[config.mk]
export PLATFORM = sky130hd
export DESIGN_NAME = lbhs_dev_flat
export DESIGN_NICKNAME = d
export VERILOG_FILES = /design/src/lbhs_pkg.sv /design/src/lbhs_if.sv /design/src/lbhs_dev.sv /design/src/lbhs_fifo.sv /design/src/flat_wrapper.sv
export VERILOG_INCLUDE_DIRS = /design/src /design/src/src
export SDC_FILE = /design/constraint.sdc
export NUM_CORES = 1
export LEC_CHECK = 0
export BUFFER_PORTS_ARGS = -buffer_cell sky130_fd_sc_hd__buf_4
export CORE_ASPECT_RATIO = 1.5
export CORE_MARGIN = 2
export CORE_UTILIZATION = 35
export DETAILED_ROUTE_END_ITERATION = 8
export PLACE_DENSITY = 0.53
export SYNTH_ARGS = -nofsm -noshare
export SYNTH_HDL_FRONTEND = slang
export SYNTH_HIERARCHICAL = 1
export SYNTH_SLANG_ARGS = --single-unit
[constraint.sdc]
create_clock -name mclk -period 3.3 [get_ports mclk]
set_clock_uncertainty 0.05 [all_clocks]
set_input_delay 0.66 -clock mclk [delete_from_list [all_inputs] [get_ports mclk]]
set_output_delay 0.66 -clock mclk [all_outputs]
set_load 0.05 [all_outputs]
[src/lbhs_map.svh]
// Constants for the local bus handshake ends: codes, widths and timing counts.
// Assumes both ends run on the one local bus clock.
`ifndef LBHS_MAP_SVH
`define LBHS_MAP_SVH
`define LBHS_DATA_W 32
`define LBHS_PAR_W 4
`define LBHS_REG_ADDR_W 12
`define LBHS_SEL_WAIT_MAX 3
`define LBHS_SEL_CNT_W 2
`define LBHS_FIFO_DEPTH 16
`define LBHS_ODD_PARITY 1'b0
`define LBHS_BURST_LEN 4
`endif

[src/lbhs_pkg.sv]
// Types for the local bus handshake; the bridge end uses the slave state type.
// Assumes the macro header is included where constants are needed.
package lbhs_pkg;
   typedef enum logic [4:0] {
      LBHS_IDLE = 5'h01,
      LBHS_REQ = 5'h02,
      LBHS_OWN = 5'h04,
      LBHS_XFER = 5'h08,
      LBHS_DONE = 5'h10
   } lbhs_mst_state_t;
   typedef enum logic [2:0] {
      LBHS_S_IDLE = 3'h1,
      LBHS_S_WAIT = 3'h2,
      LBHS_S_ACC = 3'h4
   } lbhs_slv_state_t;
endpackage

[src/lbhs_if.sv]
// Local bus carrier between the bridge end and the processor end.
// Assumes one clock; two-way pins resolve here from output enables.
`timescale 1ns/1ps
`include "lbhs_map.svh"
interface lbhs_if;
   // Arbitration
   logic bus_request_n;
   logic bus_grant_n;
   logic bus_busy_n_dev;
   logic bus_busy_oe_dev;
   logic bus_busy_n;
   // Transfer control
   logic transfer_start_n;
   logic transfer_rw;
   logic burst_indicator_n;
   logic [`LBHS_DATA_W-1:0] addr;
   logic pci_window_select_n;
   logic register_select_n;
   // Data
   logic [`LBHS_DATA_W-1:0] wdata;
   logic [`LBHS_PAR_W-1:0] wpar;
   logic [`LBHS_DATA_W-1:0] rdata;
   logic [`LBHS_PAR_W-1:0] rpar;
   logic xfer_ack_n;
   // DMA and straps
   logic dma_request_n;
   logic dma_ack_n;
   logic dma_done_n;
   logic master_enable_strap;
   logic burst_data_in_progress_n;
   assign bus_busy_n = bus_busy_oe_dev ? bus_busy_n_dev : 1'b1;
   modport dev (
      output bus_request_n, bus_busy_n_dev, bus_busy_oe_dev, dma_request_n, rdata, rpar,
      xfer_ack_n,
      input bus_grant_n, bus_busy_n, transfer_start_n, transfer_rw, burst_indicator_n, addr,
      pci_window_select_n, register_select_n, wdata, wpar, dma_ack_n, dma_done_n,
      master_enable_strap, burst_data_in_progress_n
   );
   modport proc (
      input bus_request_n, bus_busy_n, dma_request_n, rdata, rpar, xfer_ack_n,
      output bus_grant_n, transfer_start_n, transfer_rw, burst_indicator_n, addr,
      pci_window_select_n, register_select_n, wdata, wpar, dma_ack_n, dma_done_n,
      master_enable_strap, burst_data_in_progress_n
   );
endinterface

[src/lbhs_dev.sv]
// Bridge end of the local bus: arbitration, selects, parity, DMA request, straps.
// Assumes local bus signals are synchronous to mclk; the processor end keeps its side.
// Functional notes
// Bus request changes only on rising edge
// Strap high at reset sets master enable
// FIFO-ready function unused in this mode
// Initiator drives burst indicator for bursts
// PCI select accepted up to three clocks late
// DMA: PCI select means single-address transfer
// Register select accepted up to three clocks
// Parity valid with the data it covers
// DMA acknowledge marks a DMA transaction
// DMA done input is ignored
// DMA request fills or empties inbound FIFO
// DMA request changes on rising edge
// Reset-sampled burst pin selects master protocol
// Register offset from low 12 address bits
// Address sampled on transfer start edge
// One parity bit per byte lane
`timescale 1ns/1ps
`include "lbhs_map.svh"
module lbhs_dev #(
   parameter int DEPTH = `LBHS_FIFO_DEPTH
) (
   // Clock and reset
   input wire logic mclk,
   input wire logic reset_n,
   // Local bus
   lbhs_if.dev lb,
   // User side: master request and status
   input wire logic want_master,
   input wire logic pci_write_dir,
   output logic master_enable,
   output logic protocol_new,
   output logic bus_owned,
   // User side: decoded slave access
   output logic acc_valid,
   output logic acc_is_reg,
   output logic acc_single_addr,
   output logic acc_dma,
   output logic acc_write,
   output logic [`LBHS_REG_ADDR_W-1:0] acc_reg_offset,
   output logic parity_error,
   // User side: inbound FIFO drain
   output logic ififo_valid,
   input wire logic ififo_ready,
   output logic [`LBHS_DATA_W-1:0] ififo_data
);
   lbhs_pkg::lbhs_slv_state_t st_q, st_d;
   logic reset_seen_q, strap_done_q;
   logic master_enable_q, protocol_new_q;
   logic bus_request_n_q, busy_oe_q, bus_owned_q;
   logic dma_request_n_q;
   logic [`LBHS_SEL_CNT_W-1:0] wait_q;
   logic [`LBHS_DATA_W-1:0] addr_q;
   logic write_q, dma_q;
   logic acc_valid_q, acc_is_reg_q, acc_single_q, acc_dma_q, acc_write_q, perr_q;
   logic [`LBHS_REG_ADDR_W-1:0] acc_off_q;
   logic [`LBHS_PAR_W-1:0] rpar_q;
   logic fifo_in_ready;
   logic [`LBHS_PAR_W-1:0] wpar_calc;

   genvar gb;
   for (gb = 0; gb < `LBHS_PAR_W; gb++) begin : g_par
      assign wpar_calc[gb] = ^lb.wdata[gb*8 +: 8] ^ `LBHS_ODD_PARITY;
   end

   wire ts = !lb.transfer_start_n;
   wire sel_pci = !lb.pci_window_select_n;
   wire sel_reg = !lb.register_select_n;
   wire sel_any = sel_pci || sel_reg;
   wire dma_now = !lb.dma_ack_n;
   // Last wait state: a select later than three clocks after start is refused
   wire win_exp = (wait_q == `LBHS_SEL_CNT_W'(`LBHS_SEL_WAIT_MAX - 1));
   wire in_idle = (st_q == lbhs_pkg::LBHS_S_IDLE);
   // A select on the start clock is taken at once, so its qualifiers are read live
   wire take = ((in_idle && ts) || st_q == lbhs_pkg::LBHS_S_WAIT) && sel_any;
   wire cur_write = in_idle ? !lb.transfer_rw : write_q;
   wire cur_dma = in_idle ? dma_now : dma_q;
   wire [`LBHS_REG_ADDR_W-1:0] cur_off = in_idle ? lb.addr[`LBHS_REG_ADDR_W-1:0] :
                                        addr_q[`LBHS_REG_ADDR_W-1:0];
   wire par_bad = cur_write && (lb.wpar != wpar_calc);
   wire fifo_push = take && sel_pci && cur_write && cur_dma;
   wire fifo_ok = fifo_in_ready;
   // DMA request reflects FIFO room for PCI writes; DONE has no say here
   wire dma_request_n_d = !(pci_write_dir ? fifo_ok : ififo_valid);

   always_comb begin
      st_d = st_q;
      unique case (st_q)
         lbhs_pkg::LBHS_S_IDLE: begin
            if (ts) st_d = sel_any ? lbhs_pkg::LBHS_S_ACC : lbhs_pkg::LBHS_S_WAIT;
         end
         lbhs_pkg::LBHS_S_WAIT: begin
            if (sel_any) st_d = lbhs_pkg::LBHS_S_ACC;
            else if (win_exp) st_d = lbhs_pkg::LBHS_S_IDLE;
         end
         lbhs_pkg::LBHS_S_ACC: st_d = lbhs_pkg::LBHS_S_IDLE;
         default: st_d = lbhs_pkg::LBHS_S_IDLE;
      endcase
   end

   // Strap capture happens on the first clock after release, never in the reset branch
   always_ff @(posedge mclk or negedge reset_n) begin
      if (!reset_n) begin
         reset_seen_q <= 1'b0;
         strap_done_q <= 1'b0;
         master_enable_q <= 1'b0;
         protocol_new_q <= 1'b0;
      end else begin
         reset_seen_q <= 1'b1;
         if (!strap_done_q) begin
            strap_done_q <= 1'b1;
            master_enable_q <= lb.master_enable_strap;
            protocol_new_q <= lb.burst_data_in_progress_n;
         end
      end
   end

   always_ff @(posedge mclk or negedge reset_n) begin
      if (!reset_n) begin
         bus_request_n_q <= 1'b1;
         busy_oe_q <= 1'b0;
         bus_owned_q <= 1'b0;
      end else begin
         bus_request_n_q <= !(want_master && master_enable_q && !bus_owned_q);
         bus_owned_q <= want_master && (bus_owned_q ||
                        (!lb.bus_grant_n && lb.bus_busy_n && !bus_request_n_q));
         busy_oe_q <= bus_owned_q;
      end
   end

   always_ff @(posedge mclk or negedge reset_n) begin
      if (!reset_n) dma_request_n_q <= 1'b1;
      else dma_request_n_q <= dma_request_n_d;
   end

   always_ff @(posedge mclk or negedge reset_n) begin
      if (!reset_n) begin
         st_q <= lbhs_pkg::LBHS_S_IDLE;
         wait_q <= '0;
         addr_q <= '0;
         write_q <= 1'b0;
         dma_q <= 1'b0;
      end else begin
         st_q <= st_d;
         if (st_q == lbhs_pkg::LBHS_S_IDLE && ts) begin
            addr_q <= lb.addr;
            write_q <= !lb.transfer_rw;
            dma_q <= dma_now;
            wait_q <= '0;
         end else if (st_q == lbhs_pkg::LBHS_S_WAIT) begin
            wait_q <= wait_q + 1'b1;
         end
      end
   end

   always_ff @(posedge mclk or negedge reset_n) begin
      if (!reset_n) begin
         acc_valid_q <= 1'b0;
         acc_is_reg_q <= 1'b0;
         acc_single_q <= 1'b0;
         acc_dma_q <= 1'b0;
         acc_write_q <= 1'b0;
         acc_off_q <= '0;
         perr_q <= 1'b0;
         rpar_q <= '0;
      end else begin
         acc_valid_q <= take;
         perr_q <= take && par_bad;
         rpar_q <= '0;
         if (take) begin
            acc_is_reg_q <= sel_reg && !sel_pci;
            acc_single_q <= cur_dma && sel_pci;
            acc_dma_q <= cur_dma;
            acc_write_q <= cur_write;
            acc_off_q <= cur_off;
         end
      end
   end

   lbhs_fifo #(.WIDTH(`LBHS_DATA_W), .DEPTH(DEPTH)) u_ififo (
      .mclk(mclk),
      .reset_n(reset_n),
      .in_valid(fifo_push),
      .in_ready(fifo_in_ready),
      .in_data(lb.wdata),
      .out_valid(ififo_valid),
      .out_ready(ififo_ready),
      .out_data(ififo_data)
   );

   assign lb.bus_request_n = bus_request_n_q;
   assign lb.bus_busy_n_dev = !bus_owned_q;
   assign lb.bus_busy_oe_dev = busy_oe_q;
   assign lb.dma_request_n = dma_request_n_q;
   assign lb.rdata = '0;
   assign lb.rpar = rpar_q;
   assign lb.xfer_ack_n = !acc_valid_q;
   assign master_enable = master_enable_q;
   assign protocol_new = protocol_new_q;
   assign bus_owned = bus_owned_q;
   assign acc_valid = acc_valid_q;
   assign acc_is_reg = acc_is_reg_q;
   assign acc_single_addr = acc_single_q;
   assign acc_dma = acc_dma_q;
   assign acc_write = acc_write_q;
   assign acc_reg_offset = acc_off_q;
   assign parity_error = perr_q;
endmodule

[src/lbhs_fifo.sv]
// Flip-flop FIFO with valid/ready on both sides.
// Assumes a single clock; full and empty are exact.
`timescale 1ns/1ps
module lbhs_fifo #(
   parameter int WIDTH = 32,
   parameter int DEPTH = 16
) (
   // Clock and reset
   input wire logic mclk,
   input wire logic reset_n,
   // Fill side
   input wire logic in_valid,
   output logic in_ready,
   input wire logic [WIDTH-1:0] in_data,
   // Drain side
   output logic out_valid,
   input wire logic out_ready,
   output logic [WIDTH-1:0] out_data
);
   localparam int AW = $clog2(DEPTH);
   logic [WIDTH-1:0] mem_q [DEPTH];
   logic [AW-1:0] wptr_q, rptr_q;
   logic [AW:0] cnt_q;
   wire push = in_valid && in_ready;
   wire pop = out_valid && out_ready;
   assign in_ready = (cnt_q != (AW+1)'(DEPTH));
   assign out_valid = (cnt_q != '0);
   assign out_data = mem_q[rptr_q];
   always_ff @(posedge mclk or negedge reset_n) begin
      if (!reset_n) begin
         wptr_q <= '0;
         rptr_q <= '0;
         cnt_q <= '0;
      end else begin
         if (push) wptr_q <= (wptr_q == AW'(DEPTH-1)) ? '0 : wptr_q + 1'b1;
         if (pop) rptr_q <= (rptr_q == AW'(DEPTH-1)) ? '0 : rptr_q + 1'b1;
         cnt_q <= cnt_q + (AW+1)'(push) - (AW+1)'(pop);
      end
   end
   genvar gi;
   for (gi = 0; gi < DEPTH; gi++) begin : g_mem
      always_ff @(posedge mclk) begin
         if (push && wptr_q == AW'(gi)) mem_q[gi] <= in_data;
      end
   end
endmodule

[src/flat_wrapper.sv]
// flat-port wrapper written by rule: the top's interface ports become plain ports
module lbhs_dev_flat 
#(
   parameter int DEPTH = `LBHS_FIFO_DEPTH
)
  (mclk, reset_n, want_master, pci_write_dir, master_enable, protocol_new, bus_owned, acc_valid, acc_is_reg, acc_single_addr, acc_dma, acc_write, acc_reg_offset, parity_error, ififo_valid, ififo_ready, ififo_data, lb_bus_request_n, lb_bus_busy_n_dev, lb_bus_busy_oe_dev, lb_dma_request_n, lb_rdata, lb_rpar, lb_xfer_ack_n, lb_bus_grant_n, lb_transfer_start_n, lb_transfer_rw, lb_burst_indicator_n, lb_addr, lb_pci_window_select_n, lb_register_select_n, lb_wdata, lb_wpar, lb_dma_ack_n, lb_dma_done_n, lb_master_enable_strap, lb_burst_data_in_progress_n);
  lbhs_if lb_i ();
  input wire logic mclk;
  input wire logic reset_n;
  input wire logic want_master;
  input wire logic pci_write_dir;
  output logic master_enable;
  output logic protocol_new;
  output logic bus_owned;
  output logic acc_valid;
  output logic acc_is_reg;
  output logic acc_single_addr;
  output logic acc_dma;
  output logic acc_write;
  output logic [`LBHS_REG_ADDR_W-1:0] acc_reg_offset;
  output logic parity_error;
  output logic ififo_valid;
  input wire logic ififo_ready;
  output logic [`LBHS_DATA_W-1:0] ififo_data;
  output wire logic [$bits(lb_i.bus_request_n)-1:0] lb_bus_request_n;
  output wire logic [$bits(lb_i.bus_busy_n_dev)-1:0] lb_bus_busy_n_dev;
  output wire logic [$bits(lb_i.bus_busy_oe_dev)-1:0] lb_bus_busy_oe_dev;
  output wire logic [$bits(lb_i.dma_request_n)-1:0] lb_dma_request_n;
  output wire logic [$bits(lb_i.rdata)-1:0] lb_rdata;
  output wire logic [$bits(lb_i.rpar)-1:0] lb_rpar;
  output wire logic [$bits(lb_i.xfer_ack_n)-1:0] lb_xfer_ack_n;
  input wire logic [$bits(lb_i.bus_grant_n)-1:0] lb_bus_grant_n;
  input wire logic [$bits(lb_i.transfer_start_n)-1:0] lb_transfer_start_n;
  input wire logic [$bits(lb_i.transfer_rw)-1:0] lb_transfer_rw;
  input wire logic [$bits(lb_i.burst_indicator_n)-1:0] lb_burst_indicator_n;
  input wire logic [$bits(lb_i.addr)-1:0] lb_addr;
  input wire logic [$bits(lb_i.pci_window_select_n)-1:0] lb_pci_window_select_n;
  input wire logic [$bits(lb_i.register_select_n)-1:0] lb_register_select_n;
  input wire logic [$bits(lb_i.wdata)-1:0] lb_wdata;
  input wire logic [$bits(lb_i.wpar)-1:0] lb_wpar;
  input wire logic [$bits(lb_i.dma_ack_n)-1:0] lb_dma_ack_n;
  input wire logic [$bits(lb_i.dma_done_n)-1:0] lb_dma_done_n;
  input wire logic [$bits(lb_i.master_enable_strap)-1:0] lb_master_enable_strap;
  input wire logic [$bits(lb_i.burst_data_in_progress_n)-1:0] lb_burst_data_in_progress_n;
  assign lb_bus_request_n = lb_i.bus_request_n;
  assign lb_bus_busy_n_dev = lb_i.bus_busy_n_dev;
  assign lb_bus_busy_oe_dev = lb_i.bus_busy_oe_dev;
  assign lb_dma_request_n = lb_i.dma_request_n;
  assign lb_rdata = lb_i.rdata;
  assign lb_rpar = lb_i.rpar;
  assign lb_xfer_ack_n = lb_i.xfer_ack_n;
  assign lb_i.bus_grant_n = lb_bus_grant_n;
  assign lb_i.transfer_start_n = lb_transfer_start_n;
  assign lb_i.transfer_rw = lb_transfer_rw;
  assign lb_i.burst_indicator_n = lb_burst_indicator_n;
  assign lb_i.addr = lb_addr;
  assign lb_i.pci_window_select_n = lb_pci_window_select_n;
  assign lb_i.register_select_n = lb_register_select_n;
  assign lb_i.wdata = lb_wdata;
  assign lb_i.wpar = lb_wpar;
  assign lb_i.dma_ack_n = lb_dma_ack_n;
  assign lb_i.dma_done_n = lb_dma_done_n;
  assign lb_i.master_enable_strap = lb_master_enable_strap;
  assign lb_i.burst_data_in_progress_n = lb_burst_data_in_progress_n;
  lbhs_dev #(.DEPTH(DEPTH)) u_core (.mclk(mclk), .reset_n(reset_n), .lb(lb_i), .want_master(want_master), .pci_write_dir(pci_write_dir), .master_enable(master_enable), .protocol_new(protocol_new), .bus_owned(bus_owned), .acc_valid(acc_valid), .acc_is_reg(acc_is_reg), .acc_single_addr(acc_single_addr), .acc_dma(acc_dma), .acc_write(acc_write), .acc_reg_offset(acc_reg_offset), .parity_error(parity_error), .ififo_valid(ififo_valid), .ififo_ready(ififo_ready), .ififo_data(ififo_data));
endmodule
; ---- Word level (Yosys, flattened, before mapping)
; Memories as Yosys holds them, arrays and structs flattened.
; Index checks and enable logic that the tools add are counted.
[op_classes]
n_reduce_logical = 69
muxes = 91
n_addsub = 5
n_eq_ne = 23
[op_table]
columns = operator, n
row1 = two-way mux 32 bit, 15
row2 = OR reduction 32 bit, 15
row3 = two-way mux 4 bit, 17
row4 = two-way mux 1 bit, 51
row5 = equality test 4 bit (second input constant), 9
row6 = logical AND 1 bit, 32
row7 = XOR reduction 8 bit, 4
row8 = equality test 4 x 3 -> 1 bit (second input constant), 4
row9 = two-way mux 12 bit, 1
row10 = two-way mux 3 bit, 4
row11 = zero test 1 bit, 11
row12 = adder 4 x 1 -> 4 bit (second input constant), 2
row13 = equality test 4 x 2 -> 1 bit (second input constant), 2
row14 = one-hot mux 3 bit (2 select lines), 1
row15 = adder 5 x 1 -> 5 bit, 1
row16 = inequality test 5 bit (second input constant), 1
row17 = nonzero test 5 bit, 1
row18 = subtractor 5 x 1 -> 5 bit, 1
row19 = equality test 4 x 1 -> 1 bit (second input constant), 1
row20 = zero test 4 bit, 1
row21 = two-way mux 2 bit, 2
row22 = inequality test 4 bit, 1
row23 = equality test 3 x 1 -> 1 bit (second input constant), 1
row24 = equality test 3 x 2 -> 1 bit (second input constant), 1
row25 = other kinds (7), 9
[word_totals]
elab_cells = 211
ram_bits = 512
inputBits = 83
n_memories = 1
output_inout_bits = 95
reg_bits = 57
[mem_list]
columns = name, words, width, read_ports, rd_clocked_by_memory_dff, write_ports, line_no
row1 = u_core.u_ififo.mem_q, 16, 32, 1, 0, 1, lbhs_fifo.sv:21  ; logic [WIDTH-1:0] mem_q [DEPTH];

; ---- Depth between registers and ports, before layout
; Gate-level depths: netlist of run 1.
[logic_depth]
depth_word = 27
depth_mapped = 17

; ---- Modules after synthesis
; The synthesis of run 1 kept the hierarchy.
[by_module_without_submodules]
columns = module, instances, seq_area_each_um2, area_per_inst_um2, cells_each
row1 = lbhs_fifo, 1, 15700.1, 19956.6, 875
row2 = lbhs_dev, 1, 1104.8, 2441.1, 259
row3 = lbhs_dev_flat, 1, 0.0, 6.3, 1

; ---- Worst setup path after synthesis of run 1
; OpenSTA, ideal clock, no wires.
[synth_timing]
kind = in2reg
startpoint = input lb_transfer_start_n
endpoint = memory u_core.u_ififo.mem_q[4][0], enable pin
setup_time_ns = 0.392
required_time_ns = 2.858
stages = 7
path_buffers = 0
setup_slack_ns = -0.018
t_arrival_ns = 2.876
path_cell_list = or3b_4 a211oi_1 nor2b_1 and2_1 inv_1 nor3b_1 and2_1
[synth_via]
elab_chain_cells = 27
elab_cells_between_ends = 101
classes_between = 62 x mux / 39 x reduce/logical
[synth_lines]
columns = item, line_no
row1 = from (decl), flat_wrapper.sv:33  ; input wire logic [$bits(lb_i.transfer_start_n)-1:0] lb_transfer_start_n;
row2 = zero test 1 bit (*), lbhs_dev.sv:68  ; wire ts = !lb.transfer_start_n;
row3 = logical AND 1 bit (*), lbhs_dev.sv:77  ; wire take = ((in_idle && ts) || st_q == lbhs_pkg::LBHS_S_WAIT) && sel_any;
row4 = logical OR 1 bit (*), lbhs_dev.sv:77
row5 = logical AND 1 bit (*), lbhs_dev.sv:77
row6 = logical AND 1 bit (*) (3 in series), lbhs_dev.sv:83  ; wire fifo_push = take && sel_pci && cur_write && cur_dma;
row7 = net u_core.fifo_push, lbhs_dev.sv:83
row8 = logical AND 1 bit (*), lbhs_fifo.sv:24  ; wire push = in_valid && in_ready;
row9 = logical AND 1 bit, lbhs_fifo.sv:43  ; if (push && wptr_q == AW'(gi)) mem_q[gi] <= in_data;
row10 = two-way mux 1 bit, lbhs_fifo.sv:43
row11 = two-way mux 1 bit (implied by the code), lbhs_fifo.sv:43
row12 = OR reduction 32 bit (no line), -
row13 = two-way mux 4 bit (no line) / two-way mux 1 bit (equally long branches) (15 in series), -
row14 = to (decl), lbhs_fifo.sv:21
; The timed path passes the listed nets; every way through them passes the cells marked *.

; ---- Final worst setup path of run 1
[layout_timing]
startpoint = register u_core.u_ififo.rptr_q[1]
endpoint = output ififo_data[28]
[layout_via]
elab_chain_cells = 1
[layout_lines]
columns = item, line_no
row1 = from (decl), lbhs_fifo.sv:22  ; logic [AW-1:0] wptr_q, rptr_q;
row2 = from (signal assigned), lbhs_fifo.sv:36  ; if (pop) rptr_q <= (rptr_q == AW'(DEPTH-1)) ? '0 : rptr_q + 1'b1;
row3 = memory (16 x 32 bit), -
row4 = to (decl), flat_wrapper.sv:24  ; output logic [`LBHS_DATA_W-1:0] ififo_data;
; Every way passes these cells.

==> results.md, run 1 <==
* Number of flip-flops in the largest register at 512
* Global route total overflow at 0
* Largest family of logic cells by synthesized area: multiplexers
* Clock buffer depth at 3
* Async set or reset register ratio after synthesis at 0.100
* Total vias in the final route at 10990
* Type of origin of the critical path: flop
* Reg clk slew, reported paths at 60 ps
* Die Area at 66100 um^2
* Synthesis-to-layout area growth at 19.2%
* Sequential share of the synthesized area at 0.750
* Die height at 314 um
* Row cnt at 113
* Largest register by flop count: u_core/u_ififo/mem_q
* Worst Hold Class: input port to asynchronous set/reset pin
* Post-Synth Adder-Cell Area at 0.00760
* Setup ws final at 111 ps
* Reg2Reg Depth at 15
* Synth cell types at 50
* Initial Utilization at 0.354
* Routed wire length at 50.2 mm
* Die X at 211 um
* Leak at 9.08 nW
* All-layer global routing usage at 0.155
* XOR/XNOR Fraction of Synth Area at 0.0161
* IR drop worst, VDD at 0.553 mV
* Yosys warnings at 6
* Starting DRT DRC Count at 675
* Nets at 1431
* DP Worst Slack at -47.1 ps
* Worst path most repeated cell: buf_4
* Routed Antenna Nets at 0
* Fraction of layout cells with a size suffix above 1 at 0.327
* Kind of critical path: flop to output pin
* Design Power at 22.2 mW
* Max cap viols at 0
* CP max stage delay at 580 ps
* Worst r2r src: u_core/st_q[0]$_DFFE_PN1P_
* Post-route minimum period at 3190 ps
* First-pass GRT wire length at 75.7 mm
* Routability cong. at 0.713
* Final hold viol count at 0
* Vias in the first global route at 11956
* Primary FF master, synth: edfxtp_1
* Synthesized cell area at 22400 um^2
* Initial antenna violation count at 0
* DR WL/cell at 23.1 um
* Crit end category: output pin
* Reg2reg end: u_core/u_ififo/cnt_q[4]$_DFF_PN0_
* Largest net degree at the start of global routing at 58
* Clock Latency Late Sink at 610 ps
* Share of the synthesized area in the top cell type at 0.686
* Post-DP HPWL at 30.1 mm
* Post-synthesis compound-gate area fraction at 0.0307
* Core area at 63300 um^2
* Reg2Reg Setup Slack at 250 ps
* Part of the cycle the worst path needs at 0.966
* Pwr/cell area at 833 nW/um^2
* Slew Limit Fails at 0
* Total CTS buffers at 53
* Drt via density at 5.04
* Family with the most delay on the worst path: buffers and inverters
* Slowest cell on the critical path: dfrtp_4
* Critical-path cell list: buf_12 -> buf_16 -> buf_4 -> mux4_2 -> o22ai_1 -> nor2_1 -> buf_4
* I/O Pins at 178
* Buf/Inv on CP at 4
* Post-synth EDFFs at 512
* ANT cells at 0
* Num Clock Sinks at 569
* Critical Path RT at 2590 ps
* Cells after Synth at 1135
* DRC viols at 0
* Synth Register Bits at 569
* Post-synthesis simple-gate area fraction at 0.0340
* Status: finished, final reports clean
* Worst Tran Pin Value at 757 ps
* Area contributors post-synth: edfxtp_1 69%, mux4_2 13%, dfrtp_1 6.0%, o22ai_1 1.8%, buf_4 1.5%
* Critical Path Fanout Max at 12
* H-tree depth at 2
* Post-synth top area cell: edfxtp_1
* Fmax at 314 MHz
* Final setup viols at 0
* CTS tree: done
* Mux contribution to synthesized area at 0.131
* CTS Hold Buffers Added at 0
* CTS root buf: clkbuf_16
* Data arrival time of the worst path at 2480 ps
* Mean area per synthesized cell at 19.7 um^2
* RSZ-0062 raised after global routing: true
* Port Buffers at 119
* TritonRoute pass-1 iters at 4
* Slew margin rel. at 0.495
[layout make-up]
type	instances	area [um^2]
well taps	805	1010
flip-flops and latches	569	16800
fillers	5594	36600
clock inverters	32	260
multi-input cells	490	5140
inverters	17	63.8
clock buffers	62	1360
repair buffers	204	2050
[worst register-to-register path, cell delays in order, from the launching register on]
cell      delay [ps]
dfstp_2          540
or3b_1           440
nor3_1           170
a31oi_1           70
nor2b_1          110
and2_1           150
inv_1             70
ha_1             280
inv_1             50
ha_1             160
inv_1             60
fa_1             420
inv_1             70
a21oi_1           60
o21bai_1         150
xnor2_1          130
[cells in the final DEF, fill, tap and decap left out, drive strengths merged, types with 3 or more instances in the layout]
cell,count
a21oi,5
a31oi,14
and2,16
and3,6
buf,203
bufinv,3
clkbuf,63
clkinv,23
clkinvlp,3
conb,37
dfrtp,54
dfstp,3
edfxtp,512
ha,12
inv,20
mux2,4
mux4,128
nand2,67
nand2b,6
nand3,6
nor2,53
nor2b,3
o21ai,11
o22ai,64
xnor2,21
xnor3,4
xor2,10
[through the flow]
step | instance area, um^2 | TNS [ps] | std cells | hold slack, ps | util
3_3_place_gp | 24800 | -75.1 | 2061 | 369 | 0.391
4_1_cts | 26500 | 0 | 2164 | 80.3 | 0.418
5_1_grt | 26700 | -10.9 | 2179 | 114 | 0.422
2_1_floorplan | 22500 | 0 | 1170 | 314 | -
3_5_place_dp | 24800 | -47.1 | 2061 | 393 | 0.391
6_report | 26700 | 0 | 2179 | 75.5 | 0.422
[synth_stat cells, types with 3 or more instances]
library cell / number
a31oi_1: 14
nand3_1: 6
inv_1: 17
o22ai_1: 64
dfrtp_1: 54
nor2b_1: 3
and2_1: 15
ha_1: 12
mux4_2: 128
a21oi_1: 5
and3_1: 6
buf_6: 8
buf_2: 18
edfxtp_1: 512
dfstp_2: 3
o21ai_0: 10
xnor3_1: 4
xor2_1: 10
clkbuf_1: 23
nor2_1: 52
nand2b_1: 6
nand2_1: 67
buf_4: 44
xnor2_1: 21
[power breakdown]
part | internal [mW] | total [mW] | switching, mW
Clock | 3.18 | 5.82 | 2.63
Combinational | 3.30 | 8.04 | 4.74
Sequential | 8.15 | 8.38 | 0.238
Total | 14.6 | 22.2 | 7.61
[worst max path at each step]
| stage | start | end | slack, ps | cells past startpoint |
|---|---|---|---|---|
| after floorplan | lb_transfer_start_n | u_core/u_ififo/mem_q[11][0]$_DFFE_PP_ | 90 | 6 |
| after global placement | lb_transfer_start_n | u_core/u_ififo/cnt_q[4]$_DFF_PN0_ | -80 | 15 |
| after detailed placement | lb_transfer_start_n | u_core/u_ififo/cnt_q[4]$_DFF_PN0_ | -50 | 15 |
| after CTS | u_core/u_ififo/rptr_q[0]$_DFFE_PN0P_ | ififo_data[27] | 10 | 5 |
| after global routing | u_core/u_ififo/rptr_q[0]$_DFFE_PN0P_ | ififo_data[10] | -8 | 6 |
| final | u_core/u_ififo/rptr_q[1]$_DFFE_PN0P_ | ififo_data[28] | 110 | 7 |
[cell families after synthesis]
kind of cell,after synthesis
xor gates and xnor gates,35
DFF,569
adders and majority gates,13
other,2
AOI/OAI and AO/OA,105
muxes,133
and+or+nand+nor,167
buffers and inverters,111
[what timing repair did]
action / 4_1_cts / 5_1_grt
resized for setup: 3 / 13
buffers inserted: 9 / 14
gates cloned: 0 / 1
setup endpoints to repair: 32 / 16
[routing by layer]
layer,up-vias,share of wire,track usage,routed length [um]
met4,0,0.019,0.0416,934
met5,-,0,0,0
met2,243,0.53,0.277,26600
met1,5835,0.40,0.189,20200
met3,57,0.051,0.0335,2570
li1,4855,-,-,-
Power figures use the tool's default switching activity.
==> run 2: changes to the inputs <==
--- a/config.mk
+++ b/config.mk
@@ -11,7 +11,7 @@
 export CORE_MARGIN = 2
 export CORE_UTILIZATION = 35
 export DETAILED_ROUTE_END_ITERATION = 8
-export PLACE_DENSITY = 0.53
+export PLACE_DENSITY = 0.51
 export SYNTH_ARGS = -nofsm -noshare
 export SYNTH_HDL_FRONTEND = slang
 export SYNTH_HIERARCHICAL = 1
==> constraint.sdc (replaced) <==
create_clock -name mclk -period 3.1 [get_ports mclk]
set_clock_uncertainty 0.05 [all_clocks]
set_input_delay 0.62 -clock mclk [delete_from_list [all_inputs] [get_ports mclk]]
set_output_delay 0.62 -clock mclk [all_outputs]
set_load 0.05 [all_outputs]
==> run 2 against run 1 <==
Net effect: core utilization grew 1.1 points; sequential share of layout area fell by 1.6 points; sequential cell count unchanged; setup slack got worse by 89 ps; clock power is 8.2% higher; largest cell class unchanged; largest power group is now combinational cells.
==> results.md, run 2 (synthesis gave the netlist of run 1 again) <==
* Worst r2r src: u_core/st_q[0]$_DFFE_PN1P_
* DRC viols at 0
* Vias in the first global route at 12095
* Clock Latency Late Sink at 570 ps
* Data arrival time of the worst path at 2410 ps
* Final core occ at 0.433
* Layer with the highest usage: met2
* DR WL/cell at 23.9 um
* Worst Tran Pin Value at 736 ps
* Synthesis-to-layout area growth at 22.3%
* ANT cells at 0
* Seq pwr share at 0.362
* CTS tree: done
* Reg clk slew, reported paths at 70 ps
* Initial antenna violation count at 0
* Met1 Use GR at 0.203
* Reg2Reg Setup Slack at 160 ps
* Total vias in the final route at 11186
* RSZ-0062 raised after global routing: true
* Global route total overflow at 0
* Final setup viols at 0
* Die X at 211 um
* Slew Limit Fails at 0
* Logic pwr share at 0.383
* Sw frac at 0.342
* Routability cong. at 0.718
* Leak at 9.33 nW
* Starting DRT DRC Count at 522
* Design area at 27400 um^2
* Critical-path cell list: buf_6 -> bufbuf_16 -> mux4_2 -> o22ai_2 -> nor2_1 -> buf_6
* Total CTS buffers at 53
* CTS Hold Buffers Added at 0
* CTS root buf: clkbuf_16
* All-layer global routing usage at 0.161
* Post-DP HPWL at 32.0 mm
* Worst Hold Class: input port to asynchronous set/reset pin
* Slowest cell on the critical path: mux4_2
* Die Area at 66100 um^2
* Part of the cycle the worst path needs at 0.993
* Type of origin of the critical path: flop
* Drt via density at 5.09
* Number of flip-flops in the largest register at 512
* Nets at 1448
* Port Buffers at 119
* Worst path most repeated cell: buf_6
* Largest register by flop count: u_core/u_ififo/mem_q
* DP Worst Slack at -177 ps
* Clock buffer depth at 3
* Internal power at 16.2 mW
* Setup ws final at 21.4 ps
* Routed Antenna Nets at 0
* Sw Pwr at 8.42 mW
* Largest net degree at the start of global routing at 58
* Register area at 16800 um^2
* CP max stage delay at 500 ps
* Final hold viol count at 0
* Core area at 63300 um^2
* Max cap viols at 0
* IR drop worst, VDD at 0.492 mV
* Critical Path Fanout Max at 7
* Routing usage on met2 at 0.291
* Row cnt at 113
* First-pass GRT wire length at 78.7 mm
* Met3 usage at 0.0257
* I/O Pins at 178
* Most frequent cells in the layout: 512 x edfxtp_1, 148 x buf_4, 128 x mux4_2, 66 x nand2_1, 54 x clkbuf_16
* Fmax at 325 MHz
* Routed wire length at 52.5 mm
* Placed cell area at 25100 um^2
* Reg2reg end: u_core/u_ififo/cnt_q[4]$_DFF_PN0_
* Crit end category: output pin
* Fill count at 5508
* TritonRoute pass-1 iters at 5
* Setup_tns at 0 ps
* Initial Utilization at 0.354
* Most common cell after layout, fill and taps aside: edfxtp_1
* Status: finished, final reports clean
* Fraction of layout cells with a size suffix above 1 at 0.359
* Kind of critical path: flop to output pin
* Clock Power Share at 0.255
* Num Clock Sinks at 569
* Design Power at 24.6 mW
* Critical Path RT at 2430 ps
* H-tree depth at 2
* Area occupied by multi-input gates at 5370 um^2
* Reg2Reg Depth at 14
* Die height at 314 um
* Pwr/cell area at 899 nW/um^2
* Post-route minimum period at 3080 ps
* Slew margin rel. at 0.509
==> run 2: worst max-delay path by stage <==
stage,from,cells past startpoint,end
after floorplan,lb_transfer_start_n,14,u_core/u_ififo/cnt_q[4]$_DFF_PN0_
after CTS,u_core/u_ififo/rptr_q[1]$_DFFE_PN0P_,6,ififo_data[1]
after detailed placement,lb_transfer_start_n,15,u_core/u_ififo/cnt_q[4]$_DFF_PN0_
final,u_core/u_ififo/rptr_q[1]$_DFFE_PN0P_,6,ififo_data[31]
after global placement,lb_transfer_start_n,15,u_core/u_ififo/cnt_q[4]$_DFF_PN0_
after global routing,u_core/u_ififo/rptr_q[1]$_DFFE_PN0P_,6,ififo_data[31]
==> run 2: through the flow <==
| step | hold slack, ps | cells |
|---|---|---|
| final | 54.8 | 2199 |
| after global routing | 93.9 | 2199 |
| after CTS | 57.4 | 2195 |
| after detailed placement | 387 | 2076 |
| after global placement | 375 | 2076 |
| after floorplan | 274 | 1170 |
==> run 2: layout make-up <==
class | instances | area share
clock buffers | 62 | 0.0504
clock inverters | 35 | 0.0105
inverters | 17 | 0.00233
multi-input cells | 490 | 0.196
flip-flops and latches | 569 | 0.614
well taps | 805 | 0.0367
repair buffers | 221 | 0.0904
==> run 2: what timing repair did <==
item	CTS	global route
gates resized for setup	35	37
pin swaps	1	5
setup endpoints to repair	32	23
setup buffers	18	4
cloned	4	0
==> run 2: per-layer routing <==
metal	vias up	wire length [um]
met5	-	0
met4	0	920
met3	61	2280
met2	265	27800
met1	5965	21500
li1	4895	-
==> run 2: worst max-delay path, delay by kind of cell (launching register included) <==
kind,cells,cell delay [ps]
AO/OA/AOI/OAI,1,170
AND/OR/NAND/NOR,1,90
buffers and inverters,3,590
multiplexers,1,500
flip-flops,1,490
==> run 2: power by group through the flow <==
stage | Sequential, mW | Combinational [mW] | Clock [mW]
6_report | 8.91 | 9.44 | 6.30
5_1_grt | 8.94 | 10.0 | 6.73
4_1_cts | 8.90 | 9.31 | 6.49
3_5_place_dp | 9.19 | 8.43 | 0
3_3_place_gp | 9.18 | 8.40 | 0
2_1_floorplan | 9.33 | 5.48 | 0
